### src/core/sram_host_pkg.sv
// Purpose: constants for the host controller of a 256K x 1 asynchronous static ram
// Assumes: clk_i at 10 MHz; all times are whole nanoseconds
// Notes: timings are worst figures of the slowest speed grade, rounded to cycles
package sram_host_pkg;
	localparam int unsigned addr_w = 18;
	localparam int unsigned clk_period_ns = 100;
	localparam int unsigned t_access_ns = 45;
	localparam int unsigned t_write_pulse_ns = 40;
	localparam int unsigned t_out_off_ns = 20;
	localparam int unsigned t_addr_hold_ns = 2;
	// least times round up, none below one cycle
	function automatic int unsigned cyc_up(input int unsigned ns);
		int unsigned c;
		c = (ns + clk_period_ns - 1) / clk_period_ns;
		return (c < 1) ? 1 : c;
	endfunction
	localparam int unsigned access_cyc = cyc_up(t_access_ns);
	localparam int unsigned wpulse_cyc = cyc_up(t_write_pulse_ns);
	localparam int unsigned off_cyc = cyc_up(t_out_off_ns);
	localparam int unsigned hold_cyc = cyc_up(t_addr_hold_ns);
	localparam int unsigned cnt_w = 4;
	typedef enum logic [2:0] {st_idle, st_rd, st_wr_off, st_wr_pulse, st_wr_hold} host_state_e;
endpackage

### src/core/sram_cycle_timer.sv
// Purpose: down counter that times phases of a memory cycle
// Assumes: load has priority over counting
// Notes: done is high while the count is zero
`timescale 1ns/1ps
module sram_cycle_timer #(
	parameter int unsigned W = 4
) (
	input wire logic clk_i,
	input wire logic sys_rst_i,
	input wire logic load_i,
	input wire logic [W-1:0] value_i,
	output logic done_o
);
	logic [W-1:0] count;
	logic [W-1:0] next_count;
	// a zero-width count cannot time anything
	if (W < 1) begin : g_bad_w
		$error("timer width must be at least one");
	end
	// count down to zero and rest there
	always_comb begin
		next_count = count;
		if (load_i) begin
			next_count = value_i;
		end else if (count != '0) begin
			next_count = count - 1'b1;
		end
	end
	always_ff @(posedge clk_i or posedge sys_rst_i) begin
		if (sys_rst_i) begin
			count <= '0;
		end else begin
			count <= next_count;
		end
	end
	assign done_o = (count == '0);
endmodule

### src/core/sram_host_ctrl.sv
// Purpose: host side controller issuing single-bit reads and writes to the ram
// Assumes: request is held stable until ack; the ram shares d and q on one wire
// Notes: every cycle starts and ends with select high so the address moves only idle
`timescale 1ns/1ps
module sram_host_ctrl #(
	parameter int unsigned ADDR_W = sram_host_pkg::addr_w
) (
	input wire logic clk_i,
	input wire logic sys_rst_i,
	input wire logic req_i,
	input wire logic req_write_i,
	input wire logic [ADDR_W-1:0] req_addr_i,
	input wire logic req_wdata_i,
	output logic ack_o,
	output logic rdata_o,
	output logic ram_sel_n_o,
	output logic ram_wr_n_o,
	output logic [ADDR_W-1:0] addr_bus_o,
	output logic ram_d_o,
	output logic ram_d_oe_o,
	input wire logic ram_q_i
);
	import sram_host_pkg::*;

	// refuse a pin map the ram does not have, and phase counts the timer cannot hold
	if (ADDR_W != addr_w) begin : g_bad_addr_w
		$error("address width must match the ram");
	end
	if ((access_cyc >= 2 ** cnt_w) || (wpulse_cyc >= 2 ** cnt_w) ||
		(off_cyc >= 2 ** cnt_w) || (hold_cyc >= 2 ** cnt_w)) begin : g_bad_cnt_w
		$error("phase count does not fit the timer");
	end

	////////////////////////////////////////////////////////////////////////
	host_state_e state, next_state;
	logic sel_n, next_sel_n;
	logic wr_n, next_wr_n;
	logic [ADDR_W-1:0] addr, next_addr;
	logic dout, next_dout;
	logic doe, next_doe;
	logic ack, next_ack;
	logic rdata, next_rdata;
	logic tload;
	logic [cnt_w-1:0] tval;
	logic tdone;

	sram_cycle_timer #(.W(cnt_w)) u_timer (
		.clk_i(clk_i),
		.sys_rst_i(sys_rst_i),
		.load_i(tload),
		.value_i(tval),
		.done_o(tdone)
	);

	////////////////////////////////////////////////////////////////////////
	// sequencing: address latched only while select is high
	always_comb begin
		next_state = state;
		next_sel_n = sel_n;
		next_wr_n = wr_n;
		next_addr = addr;
		next_dout = dout;
		next_doe = doe;
		next_ack = 1'b0;
		next_rdata = rdata;
		tload = 1'b0;
		tval = '0;
		case (state)
			st_idle: begin
				if (req_i && !ack) begin
					next_addr = req_addr_i;
					next_sel_n = 1'b0;
					tload = 1'b1;
					if (req_write_i) begin
						// strobe low with select: the device never drives, so no contention
						next_wr_n = 1'b0;
						next_dout = req_wdata_i;
						tval = cnt_w'(off_cyc);
						next_state = st_wr_off;
					end else begin
						tval = cnt_w'(access_cyc);
						next_state = st_rd;
					end
				end
			end
			st_rd: begin
				if (tdone) begin
					next_rdata = ram_q_i;
					next_sel_n = 1'b1;
					next_ack = 1'b1;
					next_state = st_idle;
				end
			end
			st_wr_off: begin
				if (tdone) begin
					next_doe = 1'b1;
					tload = 1'b1;
					tval = cnt_w'(wpulse_cyc);
					next_state = st_wr_pulse;
				end
			end
			st_wr_pulse: begin
				if (tdone) begin
					// select-ended write: output stays off and data holds two more cycles
					next_sel_n = 1'b1;
					tload = 1'b1;
					tval = cnt_w'(hold_cyc);
					next_state = st_wr_hold;
				end
			end
			st_wr_hold: begin
				if (tdone) begin
					next_wr_n = 1'b1;
					// data let go only as the strobe rises, so hold is met at either end
					next_doe = 1'b0;
					next_ack = 1'b1;
					next_state = st_idle;
				end
			end
			default: begin
				next_state = st_idle;
				next_sel_n = 1'b1;
				next_wr_n = 1'b1;
				next_doe = 1'b0;
			end
		endcase
	end

	// registers: every pin comes straight from a flip-flop
	always_ff @(posedge clk_i or posedge sys_rst_i) begin
		if (sys_rst_i) begin
			state <= st_idle;
			sel_n <= 1'b1;
			wr_n <= 1'b1;
			addr <= '0;
			dout <= 1'b0;
			doe <= 1'b0;
			ack <= 1'b0;
			rdata <= 1'b0;
		end else begin
			state <= next_state;
			sel_n <= next_sel_n;
			wr_n <= next_wr_n;
			addr <= next_addr;
			dout <= next_dout;
			doe <= next_doe;
			ack <= next_ack;
			rdata <= next_rdata;
		end
	end

	assign ram_sel_n_o = sel_n;
	assign ram_wr_n_o = wr_n;
	assign addr_bus_o = addr;
	assign ram_d_o = dout;
	assign ram_d_oe_o = doe;
	assign ack_o = ack;
	assign rdata_o = rdata;

	////////////////////////////////////////////////////////////////////////
	// the address may only move at an edge where select was still high
	property p_addr_stable;
		@(posedge clk_i) disable iff (sys_rst_i)
		(!$stable(addr)) |-> $past(sel_n);
	endproperty
	a_addr_stable: assert property (p_addr_stable) else $error("address moved during write");

	property p_no_drive_early;
		@(posedge clk_i) disable iff (sys_rst_i)
		($fell(wr_n)) |-> !doe [*1] ##1 !doe;
	endproperty
	a_no_drive_early: assert property (p_no_drive_early) else $error("write data driven too early");

	property p_write_ends_by_select;
		@(posedge clk_i) disable iff (sys_rst_i)
		($rose(sel_n) && !wr_n) |-> doe;
	endproperty
	a_write_ends_by_select: assert property (p_write_ends_by_select) else $error("data not held at write end");

	property p_strobe_not_late;
		@(posedge clk_i) disable iff (sys_rst_i)
		($fell(wr_n)) |-> $fell(sel_n);
	endproperty
	a_strobe_not_late: assert property (p_strobe_not_late) else $error("strobe fell after select");

	property p_read_len;
		@(posedge clk_i) disable iff (sys_rst_i)
		($fell(sel_n) && wr_n) |-> !sel_n [*2] ##1 sel_n ##0 ack;
	endproperty
	a_read_len: assert property (p_read_len) else $error("read cycle length wrong");

	// the ack cycle finds the ram deselected and the wire released
	property p_ack_idle;
		@(posedge clk_i) disable iff (sys_rst_i)
		ack |-> sel_n && wr_n && !doe;
	endproperty
	a_ack_idle: assert property (p_ack_idle) else $error("ram not released at ack");

	property p_strobe_rise;
		@(posedge clk_i) disable iff (sys_rst_i)
		$rose(wr_n) |-> $past(doe) && sel_n;
	endproperty
	a_strobe_rise: assert property (p_strobe_rise) else $error("data not held to strobe rise");

	property p_read_quiet;
		@(posedge clk_i) disable iff (sys_rst_i)
		(state == st_rd) |-> wr_n && !doe;
	endproperty
	a_read_quiet: assert property (p_read_quiet) else $error("strobe or data active in a read");

	property p_data_in_write;
		@(posedge clk_i) disable iff (sys_rst_i)
		$rose(doe) |-> !wr_n && !sel_n;
	endproperty
	a_data_in_write: assert property (p_data_in_write) else $error("data driven outside a write");
endmodule

### config.mk
export PLATFORM = sky130hd
export DESIGN_NAME = sram_host_ctrl
export DESIGN_NICKNAME = d
export VERILOG_FILES = /design/src/core/sram_host_pkg.sv /design/src/core/sram_cycle_timer.sv /design/src/core/sram_host_ctrl.sv
export SDC_FILE = /design/constraint.sdc
export NUM_CORES = 1
export LEC_CHECK = 0
export BUFFER_PORTS_ARGS = -buffer_cell sky130_fd_sc_hd__buf_2
export CAP_MARGIN = 20
export CORE_ASPECT_RATIO = 0.7
export CORE_MARGIN = 4
export CORE_UTILIZATION = 40
export DETAILED_ROUTE_END_ITERATION = 10
export GPL_TIMING_DRIVEN = 0
export PLACE_DENSITY = 0.67
export SETUP_SLACK_MARGIN = 0.3
export SYNTH_ARGS = -nofsm -noshare
export SYNTH_HDL_FRONTEND = slang
export SYNTH_HIERARCHICAL = 1
export SYNTH_SLANG_ARGS = --single-unit
### constraint.sdc
create_clock -name clk_i -period 2.7 [get_ports clk_i]
set_input_delay 0.27 -clock clk_i [delete_from_list [all_inputs] [get_ports clk_i]]
set_output_delay 0.27 -clock clk_i [all_outputs]
set_load 0.03 [all_outputs]
# Yosys cells after proc, flatten, opt, wreduce, memory -nomap -nowiden
# Cells that the tools add are included.
dict set report word_totals {
  inputBits 24
  output_inout_bits 24
  register_bits 31
  elab_cells 66
}
dict set report classes {
  reduce_logical 19
  addsub 1
  n_eq_ne 11
  muxes 23
  bitwise_logic 3
}
# op count
set ops {}
lappend ops {{$mux W3} 4}
lappend ops {{$pmux W3 S4} 1}
lappend ops {{$mux W1} 10}
lappend ops {{$ne A2 B2 Y1 const B} 5}
lappend ops {{$pmux W1 S3} 3}
lappend ops {{$reduce_and A3 Y1} 3}
lappend ops {{$mux W4} 2}
lappend ops {{$reduce_and A4 Y1} 2}
lappend ops {{$reduce_or A2 Y1} 4}
lappend ops {{$eq A3 B2 Y1 const B} 2}
lappend ops {{$reduce_or A3 Y1} 2}
lappend ops {{$logic_not A4 Y1} 1}
lappend ops {{$ne A2 B1 Y1 const B} 2}
lappend ops {{$pmux W1 S2} 2}
lappend ops {{$reduce_and A2 Y1} 2}
lappend ops {{$reduce_bool A4 Y1} 1}
lappend ops {{$sub A4 B1 Y4 const B} 1}
lappend ops {{$eq A3 B1 Y1 const B} 1}
lappend ops {{$eq A3 B3 Y1 const B} 1}
lappend ops {{$logic_not A3 Y1} 1}
lappend ops {{$not A1 Y1} 3}
lappend ops {{$mux W2} 1}
lappend ops {{$reduce_bool A2 Y1} 1}
lappend ops {{$logic_and A1 B1 Y1} 1}
lappend ops {{$logic_not A1 Y1} 1}

# Longest topological paths before layout
# Gate-level depths: netlist (run 1).
dict set report depth {
  word_depth 5
  depth_mapped 8
  ltp_nobuf 6
}

# Modules after synthesis
# The synthesis (run 1) kept the hierarchy.
# mod area_per_inst_um2 seq_area_each_um2 cells_per_inst instances
set by_module_without_submodules {}
lappend by_module_without_submodules {sram_host_ctrl 1132.3 678.2 81 1}
lappend by_module_without_submodules {sram_cycle_timer 236.5 100.1 23 1}

# Worst setup path after synthesis (run 1)
# OpenSTA, ideal clock, no wires.
dict set report synth_timing {
  kind {register to register}
  from {reg ack, in the netlist ack_o}
  to {reg u_timer.count[3]}
  slack_ns 0.559
  period_less_slack_ns 2.141
  setup_time_ns 0.126
  stages_incl_launch_ff 8
  required_ns 2.574
  t_arrival_ns 2.015
  n_path_buf 2
  path_cell_list {dfrtp_1 nand2b_1 nor4_4 buf_6 a21o_2 clkbuf_1 nor3_1 a221o_1}
}
dict set report synth_between {
  elab_chain_cells 5
  elab_cells_between_ends 6
  cone_classes {3 x mux; 3 x reduce/logical}
}
# element line_no
set synth_lines {}
lappend synth_lines {{start, declared} sram_host_ctrl.sv:41} ;# logic ack, next_ack;
lappend synth_lines {{start signal, assigned} sram_host_ctrl.sv:147} ;# ack <= next_ack;
lappend synth_lines {{$logic_not A1 Y1 (*)} sram_host_ctrl.sv:70} ;# if (req_i && !ack) begin
lappend synth_lines {{$logic_and A1 B1 Y1 (*)} sram_host_ctrl.sv:70}
lappend synth_lines {{$mux W1 (*)} sram_host_ctrl.sv:70}
lappend synth_lines {{$pmux W1 S2 (*)} sram_host_ctrl.sv:68} ;# case (state)
lappend synth_lines {{named net tload} sram_host_ctrl.sv:43} ;# logic tload;
lappend synth_lines {{$mux W4 / $reduce_bool A2 Y1 (equally long branches)} --}
lappend synth_lines {{end signal, assigned} sram_cycle_timer.sv:33} ;# count <= next_count;
lappend synth_lines {{end, declared} sram_cycle_timer.sv:14} ;# logic [W-1:0] count;
# The timed path passes the listed nets; every way through them passes the cells marked *.
# A chain may end at the register's enable or synchronous reset.

# Worst setup path after layout (run 1)
dict set report layout_timing {
  from {reg u_timer.count[0]}
  to {reg u_timer.count[3]}
}
dict set report layout_between {
  elab_chain_cells 4
  elab_cells_between_ends 8
  cone_classes {1 x add/sub; 4 x mux; 3 x reduce/logical}
}
# element line_no
set layout_lines {}
lappend layout_lines {{$logic_not A4 Y1 (*)} sram_cycle_timer.sv:36} ;# assign done_o = (count == '0);
lappend layout_lines {{named net tdone} sram_host_ctrl.sv:45} ;# logic tdone;
lappend layout_lines {{$mux W1 (*)} {sram_host_ctrl.sv:95, sram_host_ctrl.sv:103}}
lappend layout_lines {{$pmux W1 S2 (*)} sram_host_ctrl.sv:68}
lappend layout_lines {{named net tload} sram_host_ctrl.sv:43}
lappend layout_lines {{$mux W4 / $reduce_bool A2 Y1 (equally long branches)} --}
# The timed path passes the listed nets; every way through them passes the cells marked *. The select of a mux whose other input is x is not followed.

==> metrics, run 1 <==
clock net sink count 31; DRT Wirelength 2840 um; Distinct cells, synth 28; die width 77.9 um; Clock Pin Slew Worst Setup and Hold Paths 0.07 ns; R2R Setup Slk 0.60 ns; ratio of cells with drive above 1 in the final layout 0.550; setup_tns 0 ns; TritonCTS buffer count 5; GRT Total Usage 0.144; post-synth top area share 0.530; ranking of synthesized cells by area dfrtp_1 53%, mux2_2 18%, dfstp_2 3.8%; Max-Cap Viols 0; Worst VDD drop 0.713 mV; synthesized flop and latch total 31; Die Ht 56.9 um; RSZ-0062 raised after global routing false; worst-case reg-to-reg path depth 8; sequential cell area 778 um2; Hold Path Stages 2; number of synthesized flops with an enable pin 0; vias in the first global route 1144; Startpoint Class flip-flop; Worst Hold Launch req_addr_i[10]; worst path required time 2.86 ns; largest area contributor in the netlist dfrtp_1; # diodes 0; WS Path Type reg2reg; post-layout util 0.583; Antenna Violating Nets Remaining 0; Ports 48; initial antenna violation count 0; static leakage 0.899 nW; Initial Utilization 0.426; first-pass GRT wire length 5000 um; HPWL after DPL 2040 um; # H-tree levels 2; most frequent cells after synthesis 29 x dfrtp_1, 22 x mux2_2, 6 x inv_1; Cell Rows 17; Power Dens Cells 1370 mW/mm2; Crit. End Element flip-flop; Fill cells 277; Max FO, Critical Path 9; GR Overflow Total 0; largest net degree at the start of global routing 28; Max Buffers Root-to-Sink 2; run status finished clean; WHS Endpoint addr_bus_o[10]; FF-to-FF Start u_timer/count[0]; Syn Std Cell Area 0.00137 mm2; HP Class in2reg; clk_skew 0.00605 ns; PortBufs 47; # nets final 193; R2R Path End u_timer/count[3]; Layout area overhead 36.7%; most common cell in the netlist dfrtp_1; vias per std cell 4.71; RePlAce Congestion 0.750; Slew Limit Fails 0; max reg flops 18; fin crit share 0.779; Max Freq 475 MHz; Multi-input gate area 538 um2; Worst Path Arrival 2.26 ns; Rel. slew slack 0.640; CTS tree done; mean routed wirelength per cell 13.2 um; floorplan core area 0.00321 mm2; DRC 0; synthesized area per cell 13.2 um2; Root Driver clkbuf_8; Synth Flop Type dfrtp_1; Clk Latency, worst-skew pair 0.28 ns; Worst Tran Pin Value 0.540 ns; synthesized instance count 104; setup violators final 0; minimum clock period 2.10 ns; Final Hold Viols 0; initial DRC count 33; die area 0.00444 mm2; via count 1018; Async S/R FF share, synth 1.00; Yosys warnings 6; sequential area share after synthesis 0.569; 1st-pass router iterations 4
## cells in the final DEF, fill, tap and decap left out, types with 3 or more instances in the layout
master    synthesis  final
buf_2             0     47
dfrtp_1          29     29
mux2_2           22     22
inv_1             6      6
clkbuf_8          0      6
buf_4             0      6
nand2_1           4      4
nor3_1            4      4
clkbuf_1          4      3
nand2b_1          3      3
a21oi_1           3      3
nor2_1            3      3
conb_1            1      3
## power breakdown
part	total (mW)	switching, mW	internal [mW]
Combinational	1.25	0.733	0.521
Sequential	0.833	0.128	0.705
Clock	0.469	0.171	0.298
Total	2.56	1.03	1.52
## cell type report
cell class,count,area share
Multi-Input combinational cell,63,0.287
Clock buffer,6,0.0441
Buffer,6,0.0207
Timing Repair Buffer,55,0.170
Tap cell,47,0.0314
Clock inverter,2,0.0187
Inverter,6,0.0120
Sequential cell,31,0.416
## worst max path at each step
stage	start	end	slack [ns]
floorplan	ack_o	u_timer/count[3]	0.56
global placement	ack_o	u_timer/count[3]	0.53
detailed placement	u_timer/count[0]	u_timer/count[3]	0.46
CTS	u_timer/count[0]	u_timer/count[3]	0.45
global route	u_timer/count[0]	u_timer/count[3]	0.40
finish	u_timer/count[0]	u_timer/count[3]	0.60
## per-layer routing
layer,GRT usage,routed length (um),vias to the layer above
li1,-,-,492
met1,0.156,1120,494
met2,0.254,1480,27
met3,0.0536,205,5
met4,0.0673,37,0
met5,0,0,-
## kinds of logic after synthesis
kind of cell	count (synthesis)	synth area share
AO/OA/AOI/OAI	13	0.0731
flip-flops	31	0.569
other	1	0.00274
buffers and inverters	12	0.0439
AND/OR/NAND/NOR	21	0.101
adder cells (fa/ha/maj)	1	0.00914
XOR/XNOR	2	0.0128
multiplexers	23	0.188
## metrics by stage
stage	cell area [um2]	hold slack (ns)	worst slack (ns)	power, mW	std cells
global placement	1670	0.162	0.528	2.02	200
floorplan	1380	0.0361	0.559	1.75	106
detailed placement	1670	0.170	0.457	2.06	200
CTS	1800	0.212	0.452	2.55	209
global route	1870	0.212	0.397	2.73	216
finish	1870	0.219	0.597	2.56	216
## critical path, cell delays in order, from the launching register on
cell	delay, ns
dfrtp_1	0.37
inv_1	0.09
ha_1	0.22
nor3b_4	0.27
clkbuf_2	0.24
a21o_2	0.15
clkbuf_1	0.24
nor3_1	0.08
a221o_1	0.32
## timing repair
item / CTS / global route
endpoints found under the hold margin: 4 / 0
hold buffers: 1 / 0
gates resized for setup: 0 / 2
endpoints found under the setup margin: 0 / 1
setup buffers: 0 / 6
Note: power is estimated with default switching activity, not from simulation.
==> run 2, diff against run 1 <==
==> constraint.sdc (replaced) <==
create_clock -name clk_i -period 2.1 [get_ports clk_i]
set_input_delay 0.21 -clock clk_i [delete_from_list [all_inputs] [get_ports clk_i]]
set_output_delay 0.21 -clock clk_i [all_outputs]
set_load 0.03 [all_outputs]
==> metrics, run 2 (synthesis gave the netlist of run 1 again) <==
Root Driver clkbuf_8; CP max stage delay 0.39 ns (+0.02 ns); initial antenna violation count 0 (unchanged); commonest cells after routing, fill and taps aside 47 x buf_2, 28 x dfrtp_1, 21 x mux2_2, 8 x clkbuf_8, 5 x buf_4; Layout Cells excl Fill 215 (-0.46%); largest net degree at the start of global routing 28 (unchanged); RSZ-0062 raised after global routing false; R2R Setup Slk 0.39 ns (-0.21 ns); run status finished clean; worst path required time 2.26 ns (-0.60 ns); CP Cell Sequence inv_2 -> ha_4 -> nor3b_4 -> clkbuf_8 -> nand2_1 -> nor3_1 -> mux2_2; clock net sink count 31 (unchanged); static leakage 0.901 nW (+0.21%); RePlAce Congestion 0.797 (+6.2%); max reg flops 18 (unchanged); minimum clock period 1.71 ns (-0.393 ns); setup_tns 0 ns (unchanged); Reg power frac 0.324 (-0.002); Worst Tran Pin Value 0.544 ns (+0.00425 ns); Worst VDD drop 0.769 mV (+7.9%); floorplan core area 0.00321 mm2 (unchanged); Max stage delay cell, worst path dfrtp_1; Multi-input gate area 573 um2 (+6.5%); Slew Limit Fails 0 (unchanged); fin crit share 0.814 (+0.0354); mean routed wirelength per cell 12.8 um (-2.9%); Worst Hold Launch req_addr_i[12]; Fill cells 282 (+1.8%); # diodes 0 (unchanged); CTS tree done; HP Class in2reg; die width 77.9 um (unchanged); Clk Latency, worst-skew pair 0.28 ns (about the same); Max-Cap Viols 0 (unchanged); Antenna Violating Nets Remaining 0 (unchanged); # nets final 192 (-0.52%); Final Hold Viols 0 (unchanged); Hold Path Stages 2 (unchanged); most common cell after layout, fill and taps aside buf_2; pre-CTS setup slack -0.00585 ns (-0.463 ns); GR Overflow Total 0 (unchanged); GRT Total Usage 0.134 (-0.00973); Max Buffers Root-to-Sink 2 (unchanged); Clock Pin Slew Worst Setup and Hold Paths 0.06 ns (about the same); worst-case reg-to-reg path depth 7 (-1); sw frac 0.407 (+0.00298); WS Path Type reg2reg; placed instance count 200 (unchanged); Power Dens Cells 1740 mW/mm2 (+27%); FF-to-FF Start u_timer/count[1]; Ports 48 (unchanged); Max FO, Critical Path 7 (-2); Rel. slew slack 0.637 (-0.00284); vias per std cell 4.69 (-0.52%); ratio of cells with drive above 1 in the final layout 0.595 (+0.0449); # H-tree levels 2 (unchanged); Cell Rows 17 (unchanged); logic gate share of total power 0.523 (+0.032); P_int 1.97 mW (+29%); Max Freq 585 MHz (+23%); Crit. End Element flip-flop; TritonCTS buffer count 5 (unchanged); PortBufs 47 (unchanged); die area 0.00444 mm2 (unchanged); fin worst setup slack 0.390 ns (-0.207 ns); WHS Endpoint addr_bus_o[12]; Top delay family on crit path simple AND/OR/NAND/NOR gates; initial DRC count 16 (-52%); Die Ht 56.9 um (unchanged); sequential cell area 779 um2 (+0.16%); buffers plus inverters on the worst setup path 2 (-1); via count 1008 (-0.98%); DRC 0 (unchanged); R2R Path End rdata_o; HPWL after DPL 1970 um (-3.6%); Clock power frac 0.152 (-0.032); setup violators final 0 (unchanged); 1st-pass router iterations 4 (unchanged); Initial Utilization 0.426 (unchanged); switching power 1.35 mW (+31%); first-pass GRT wire length 4640 um (-7.3%); clk_skew 0.00384 ns (-0.00220 ns); Startpoint Class flip-flop; vias in the first global route 1020 (-11%); Worst Path Arrival 1.87 ns (-0.39 ns); DRT Wirelength 2750 um (-3.3%); Layout area overhead 39.2%
## run 2: cell types whose count changed in the layout (fill, tap and decap cells not counted), sizes merged
cell and delta:
bufinv -1, clkbuf +1, clkinv -1
## run 2: layer usage
metal  vias to the layer above  GRT usage  share of wire
met4                         0     0.0648          0.010
met3                         4     0.0552          0.097
met5                         -          0              0
li1                        490          -              -
met1                       468      0.163           0.44
met2                        46      0.210           0.45
## run 2: timing repair
action                                  4_1_cts  5_1_grt
buffers inserted                              2        3
resized for setup                             3        8
pin swaps                                     1        1
endpoints found under the setup margin       15        3
hold buffers                                  1        0
endpoints found under the hold margin         4        0
## run 2: cell type report
| class | count | share of cell area |
|---|---|---|
| Inverter | 6 | 0.0118 |
| Tap cell | 47 | 0.0309 |
| Multi-Input combinational cell | 63 | 0.301 |
| Buffer | 6 | 0.0322 |
| Clock buffer | 8 | 0.0525 |
| Sequential cell | 31 | 0.409 |
| Timing Repair Buffer | 54 | 0.163 |
## run 2: worst max-delay path by stage
stage,from,endpoint,slack (ns),cells after the start
2_1_floorplan,ack_o,u_timer/count[3],0.11,7
3_3_place_gp,ack_o,u_timer/count[3],0.05,7
3_5_place_dp,ack_o,u_timer/count[3],-0.006,7
4_1_cts,state[1],u_timer/count[3],0.30,6
5_1_grt,u_timer/count[1],u_timer/count[3],0.31,8
6_report,u_timer/count[1],rdata_o,0.39,7
## run 2: metrics by stage
step / cell area [um2] / hold slack, ns / utilization / total power [mW]
detailed placement: 1710 / 0.107 / 0.531 / 2.71
floorplan: 1410 / -0.0239 / - / 2.31
global route: 1910 / 0.154 / 0.593 / 3.54
finish: 1910 / 0.163 / 0.593 / 3.32
global placement: 1710 / 0.109 / 0.531 / 2.65
CTS: 1840 / 0.152 / 0.573 / 3.28
## run 2: power groups by stage
stage	combinational (mW)	clock, mW	sequential, mW
after floorplan	0.777	0	1.53
after global placement	1.59	0	1.06
after detailed placement	1.63	0	1.08
after CTS	1.67	0.527	1.08
after global routing	1.87	0.551	1.12
final	1.74	0.506	1.08
## run 2: worst reg2reg max path: stages (launching register included)
cell	delay, ns
dfrtp_1	0.39
inv_2	0.09
ha_4	0.15
nor3b_4	0.20
clkbuf_8	0.18
nand2_1	0.08
nor3_1	0.16
mux2_2	0.36
==> run 3, diff against run 2 <==
--- a/config.mk
+++ b/config.mk
@@ -5,6 +5,7 @@
 export SDC_FILE = /design/constraint.sdc
 export NUM_CORES = 1
 export LEC_CHECK = 0
+export ABC_AREA = 1
 export BUFFER_PORTS_ARGS = -buffer_cell sky130_fd_sc_hd__buf_2
 export CAP_MARGIN = 20
 export CORE_ASPECT_RATIO = 0.7
@@ -12,7 +13,7 @@
 export CORE_UTILIZATION = 40
 export DETAILED_ROUTE_END_ITERATION = 10
 export GPL_TIMING_DRIVEN = 0
-export PLACE_DENSITY = 0.67
+export PLACE_DENSITY = 0.69
 export SETUP_SLACK_MARGIN = 0.3
 export SYNTH_ARGS = -nofsm -noshare
 export SYNTH_HDL_FRONTEND = slang
==> constraint.sdc (replaced) <==
create_clock -name clk_i -period 1.42 [get_ports clk_i]
set_input_delay 0.142 -clock clk_i [delete_from_list [all_inputs] [get_ports clk_i]]
set_output_delay 0.142 -clock clk_i [all_outputs]
set_load 0.03 [all_outputs]
==> metrics, run 3 <==
via count 1558 (+55%); Ports 48 (unchanged); synthesized flop and latch total 31 (unchanged); initial DRC count 89 (+73); TritonCTS buffer count 5 (unchanged); Clk Latency, worst-skew pair 0.29 ns (about the same); Fill cells 272 (-3.5%); Slew Limit Fails 0 (unchanged); sequential cell area 782 um2 (+0.32%); Hold Slack 0.0789 ns (-0.0841 ns); Max FO, Critical Path 3 (-4); synthesized area per cell 8.08 um2 (-39%); post-synth top area share 0.488 (-0.0419); GRT Total Usage 0.189 (+0.0546); largest area contributor in the netlist dfrtp_1; Power Dens Cells 2680 mW/mm2 (+54%); Syn Std Cell Area 0.00149 mm2 (+8.6%); switching power 3.03 mW (+120%); most frequent cells after synthesis 71 x nand2_1, 29 x dfrtp_1, 26 x nand3_1; HP Class in2reg; synthesized instance count 184 (+77%); Layout area overhead 69.9%; Clock power frac 0.134 (-0.018); Async S/R FF share, synth 1.00 (unchanged); met2 Use GR 0.291 (+0.0815); post-layout util 0.710 (+0.117); Max-Cap Viols 0 (unchanged); sequential area share after synthesis 0.524 (-0.0450); met3 Use GR 0.0502 (-0.00505); Initial Utilization 0.418 (-0.00846); DRT Wirelength 4540 um (+65%); setup violators final 8 (+8); max reg flops 18 (unchanged); GR Overflow Total 0 (unchanged); most common cell after layout, fill and taps aside nand2_1; sw frac 0.448 (+0.0414); die area 0.00477 mm2 (+7.5%); Final Hold Viols 0 (unchanged); setup_tns -0.336 ns (-0.336 ns); fin worst setup slack -0.127 ns (-0.517 ns); RSZ-0062 raised after global routing true; die width 80.9 um (+3.8%); Crit. End Element flip-flop; floorplan core area 0.00356 mm2 (+11%); initial antenna violation count 0 (unchanged); PortBufs 47 (unchanged); Synth Flop Type dfrtp_1; # H-tree levels 2 (unchanged); ranking of synthesized cells by area dfrtp_1 49%, nand2_1 18%, nand3_1 8.8%; vias in the first global route 1491 (+46%); placed instance count 283 (+42%); Yosys warnings 6 (unchanged); run status finished, violations left; Max Freq 646 MHz (+11%); Multi-input gate area 836 um2 (+46%); Startpoint Class flip-flop; failing checks setup timing; Worst VDD drop 1.50 mV (+95%); CTS tree done; Clock Pin Slew Worst Setup and Hold Paths 0.07 ns (about the same); clock net sink count 31 (unchanged); Reg power frac 0.235 (-0.089); Cell Rows 18 (+1); commonest cells after routing, fill and taps aside 64 x nand2_1, 46 x buf_2, 26 x dfrtp_1, 21 x nand3_2, 17 x buf_4; P_int 3.73 mW (+90%); DRC 0 (unchanged); WS Path Type reg2reg; # diodes 0 (unchanged); mean routed wirelength per cell 14.1 um (+10%); largest net degree at the start of global routing 28 (unchanged); minimum clock period 1.55 ns (-0.163 ns); Worst Path Arrival 1.72 ns (-0.15 ns); HPWL after DPL 2550 um (+29%); Distinct cells, synth 23 (-18%); busiest metal layer after global routing met2; worst path required time 1.59 ns (-0.67 ns); Max Buffers Root-to-Sink 2 (unchanged); Antenna Violating Nets Remaining 0 (unchanged); static leakage 1.34 nW (+48%); vias per std cell 4.84 (+3.2%); most common cell in the netlist nand2_1; # nets final 296 (+54%); RePlAce Congestion 0.788 (-1.1%); logic gate share of total power 0.631 (+0.108); M1 GR Usage 0.244 (+0.0810); Root Driver clkbuf_8; clk_skew 0.00620 ns (+0.00236 ns); Layout Cells excl Fill 322 (+50%); 1st-pass router iterations 4 (unchanged); Die Ht 59 um (+3.6%); first-pass GRT wire length 6740 um (+45%); ratio of cells with drive above 1 in the final layout 0.551 (-0.0438); fin crit share 1.09 (+0.275); number of synthesized flops with an enable pin 0 (unchanged)
run 3: changes by cell type in the layout (fill, tap and decap cells not counted), sizes merged, moves of 6 or more:
| cell | delta |
|---|---|
| buf | +26 |
| nand2 | +71 |
| nor2 | +6 |
| o21ai | +6 |
| nand3 | +27 |
| mux2 | -22 |
| inv | +12 |
run 3: power groups by stage:
| stage | registers (mW) | logic (mW) | clock network (mW) |
|---|---|---|---|
| global route | 1.65 | 4.57 | 0.963 |
| global placement | 1.60 | 2.77 | 0 |
| CTS | 1.59 | 3.84 | 0.917 |
| detailed placement | 1.61 | 2.83 | 0 |
| finish | 1.59 | 4.27 | 0.904 |
| floorplan | 2.22 | 1.52 | 0 |
run 3: layout make-up:
class / instances / area share
well taps: 50 / 0.0248
clock buffers: 6 / 0.0327
repair buffers: 78 / 0.228
inverters: 18 / 0.0297
flip-flops and latches: 31 / 0.310
clock inverters: 2 / 0.0139
plain buffers: 6 / 0.0302
multi-input cells: 131 / 0.331
run 3: worst max-delay path: stages (launching register included):
cell	delay [ns]
dfrtp_1	0.40
inv_2	0.10
ha_4	0.16
nand2_4	0.06
inv_4	0.07
inv_6	0.03
o31ai_4	0.21
buf_6	0.15
inv_2	0.03
nand2_2	0.05
inv_1	0.04
nand2_1	0.07
nand2_1	0.06
run 3: final timing paths:
check	start	end	slack (ns)	cells past startpoint
setup / recovery	u_timer/count[0]	u_timer/count[3]	-0.13	12
hold / removal	req_addr_i[4]	addr_bus_o[4]	0.08	3
setup reg to reg	u_timer/count[0]	u_timer/count[3]	-0.13	12
hold reg to reg	addr_bus_o[12]	addr_bus_o[12]	0.47	2
max in group asynchronous	sys_rst_i	u_timer/count[2]	0.41	4
min in group asynchronous	sys_rst_i	addr_bus_o[13]	0.30	3
run 3: through the flow:
stage	setup WS [ns]	total power, mW	cell area [um2]
global placement	-0.235	4.37	1910
detailed placement	-0.252	4.44	1910
CTS	-0.0150	6.34	2380
finish	-0.127	6.76	2530
floorplan	-0.0878	3.74	1610
global route	-0.176	7.18	2530
run 3: kinds of logic after synthesis:
group / count (synthesis) / share of synthesized area
AO/OA/AOI/OAI: 10 / 0.0353
AND/OR/NAND/NOR: 116 / 0.348
XOR/XNOR: 1 / 0.00589
flip-flops: 31 / 0.524
other: 1 / 0.00252
buffers and inverters: 24 / 0.0758
adder cells (fa/ha/maj): 1 / 0.00842
run 3: timing repair:
action,in CTS,in global routing
pin swaps,24,17
hold buffers,1,1
cloned,2,0
setup buffers,20,6
setup endpoints to repair,33,33
gates resized for setup,41,15
hold endpoints to repair,4,25
run 3: per-layer routing:
metal	vias to the layer above	wire length (um)
met5	-	0
met4	0	170
met3	14	288
met2	55	2110
met1	733	1980
li1	756	-
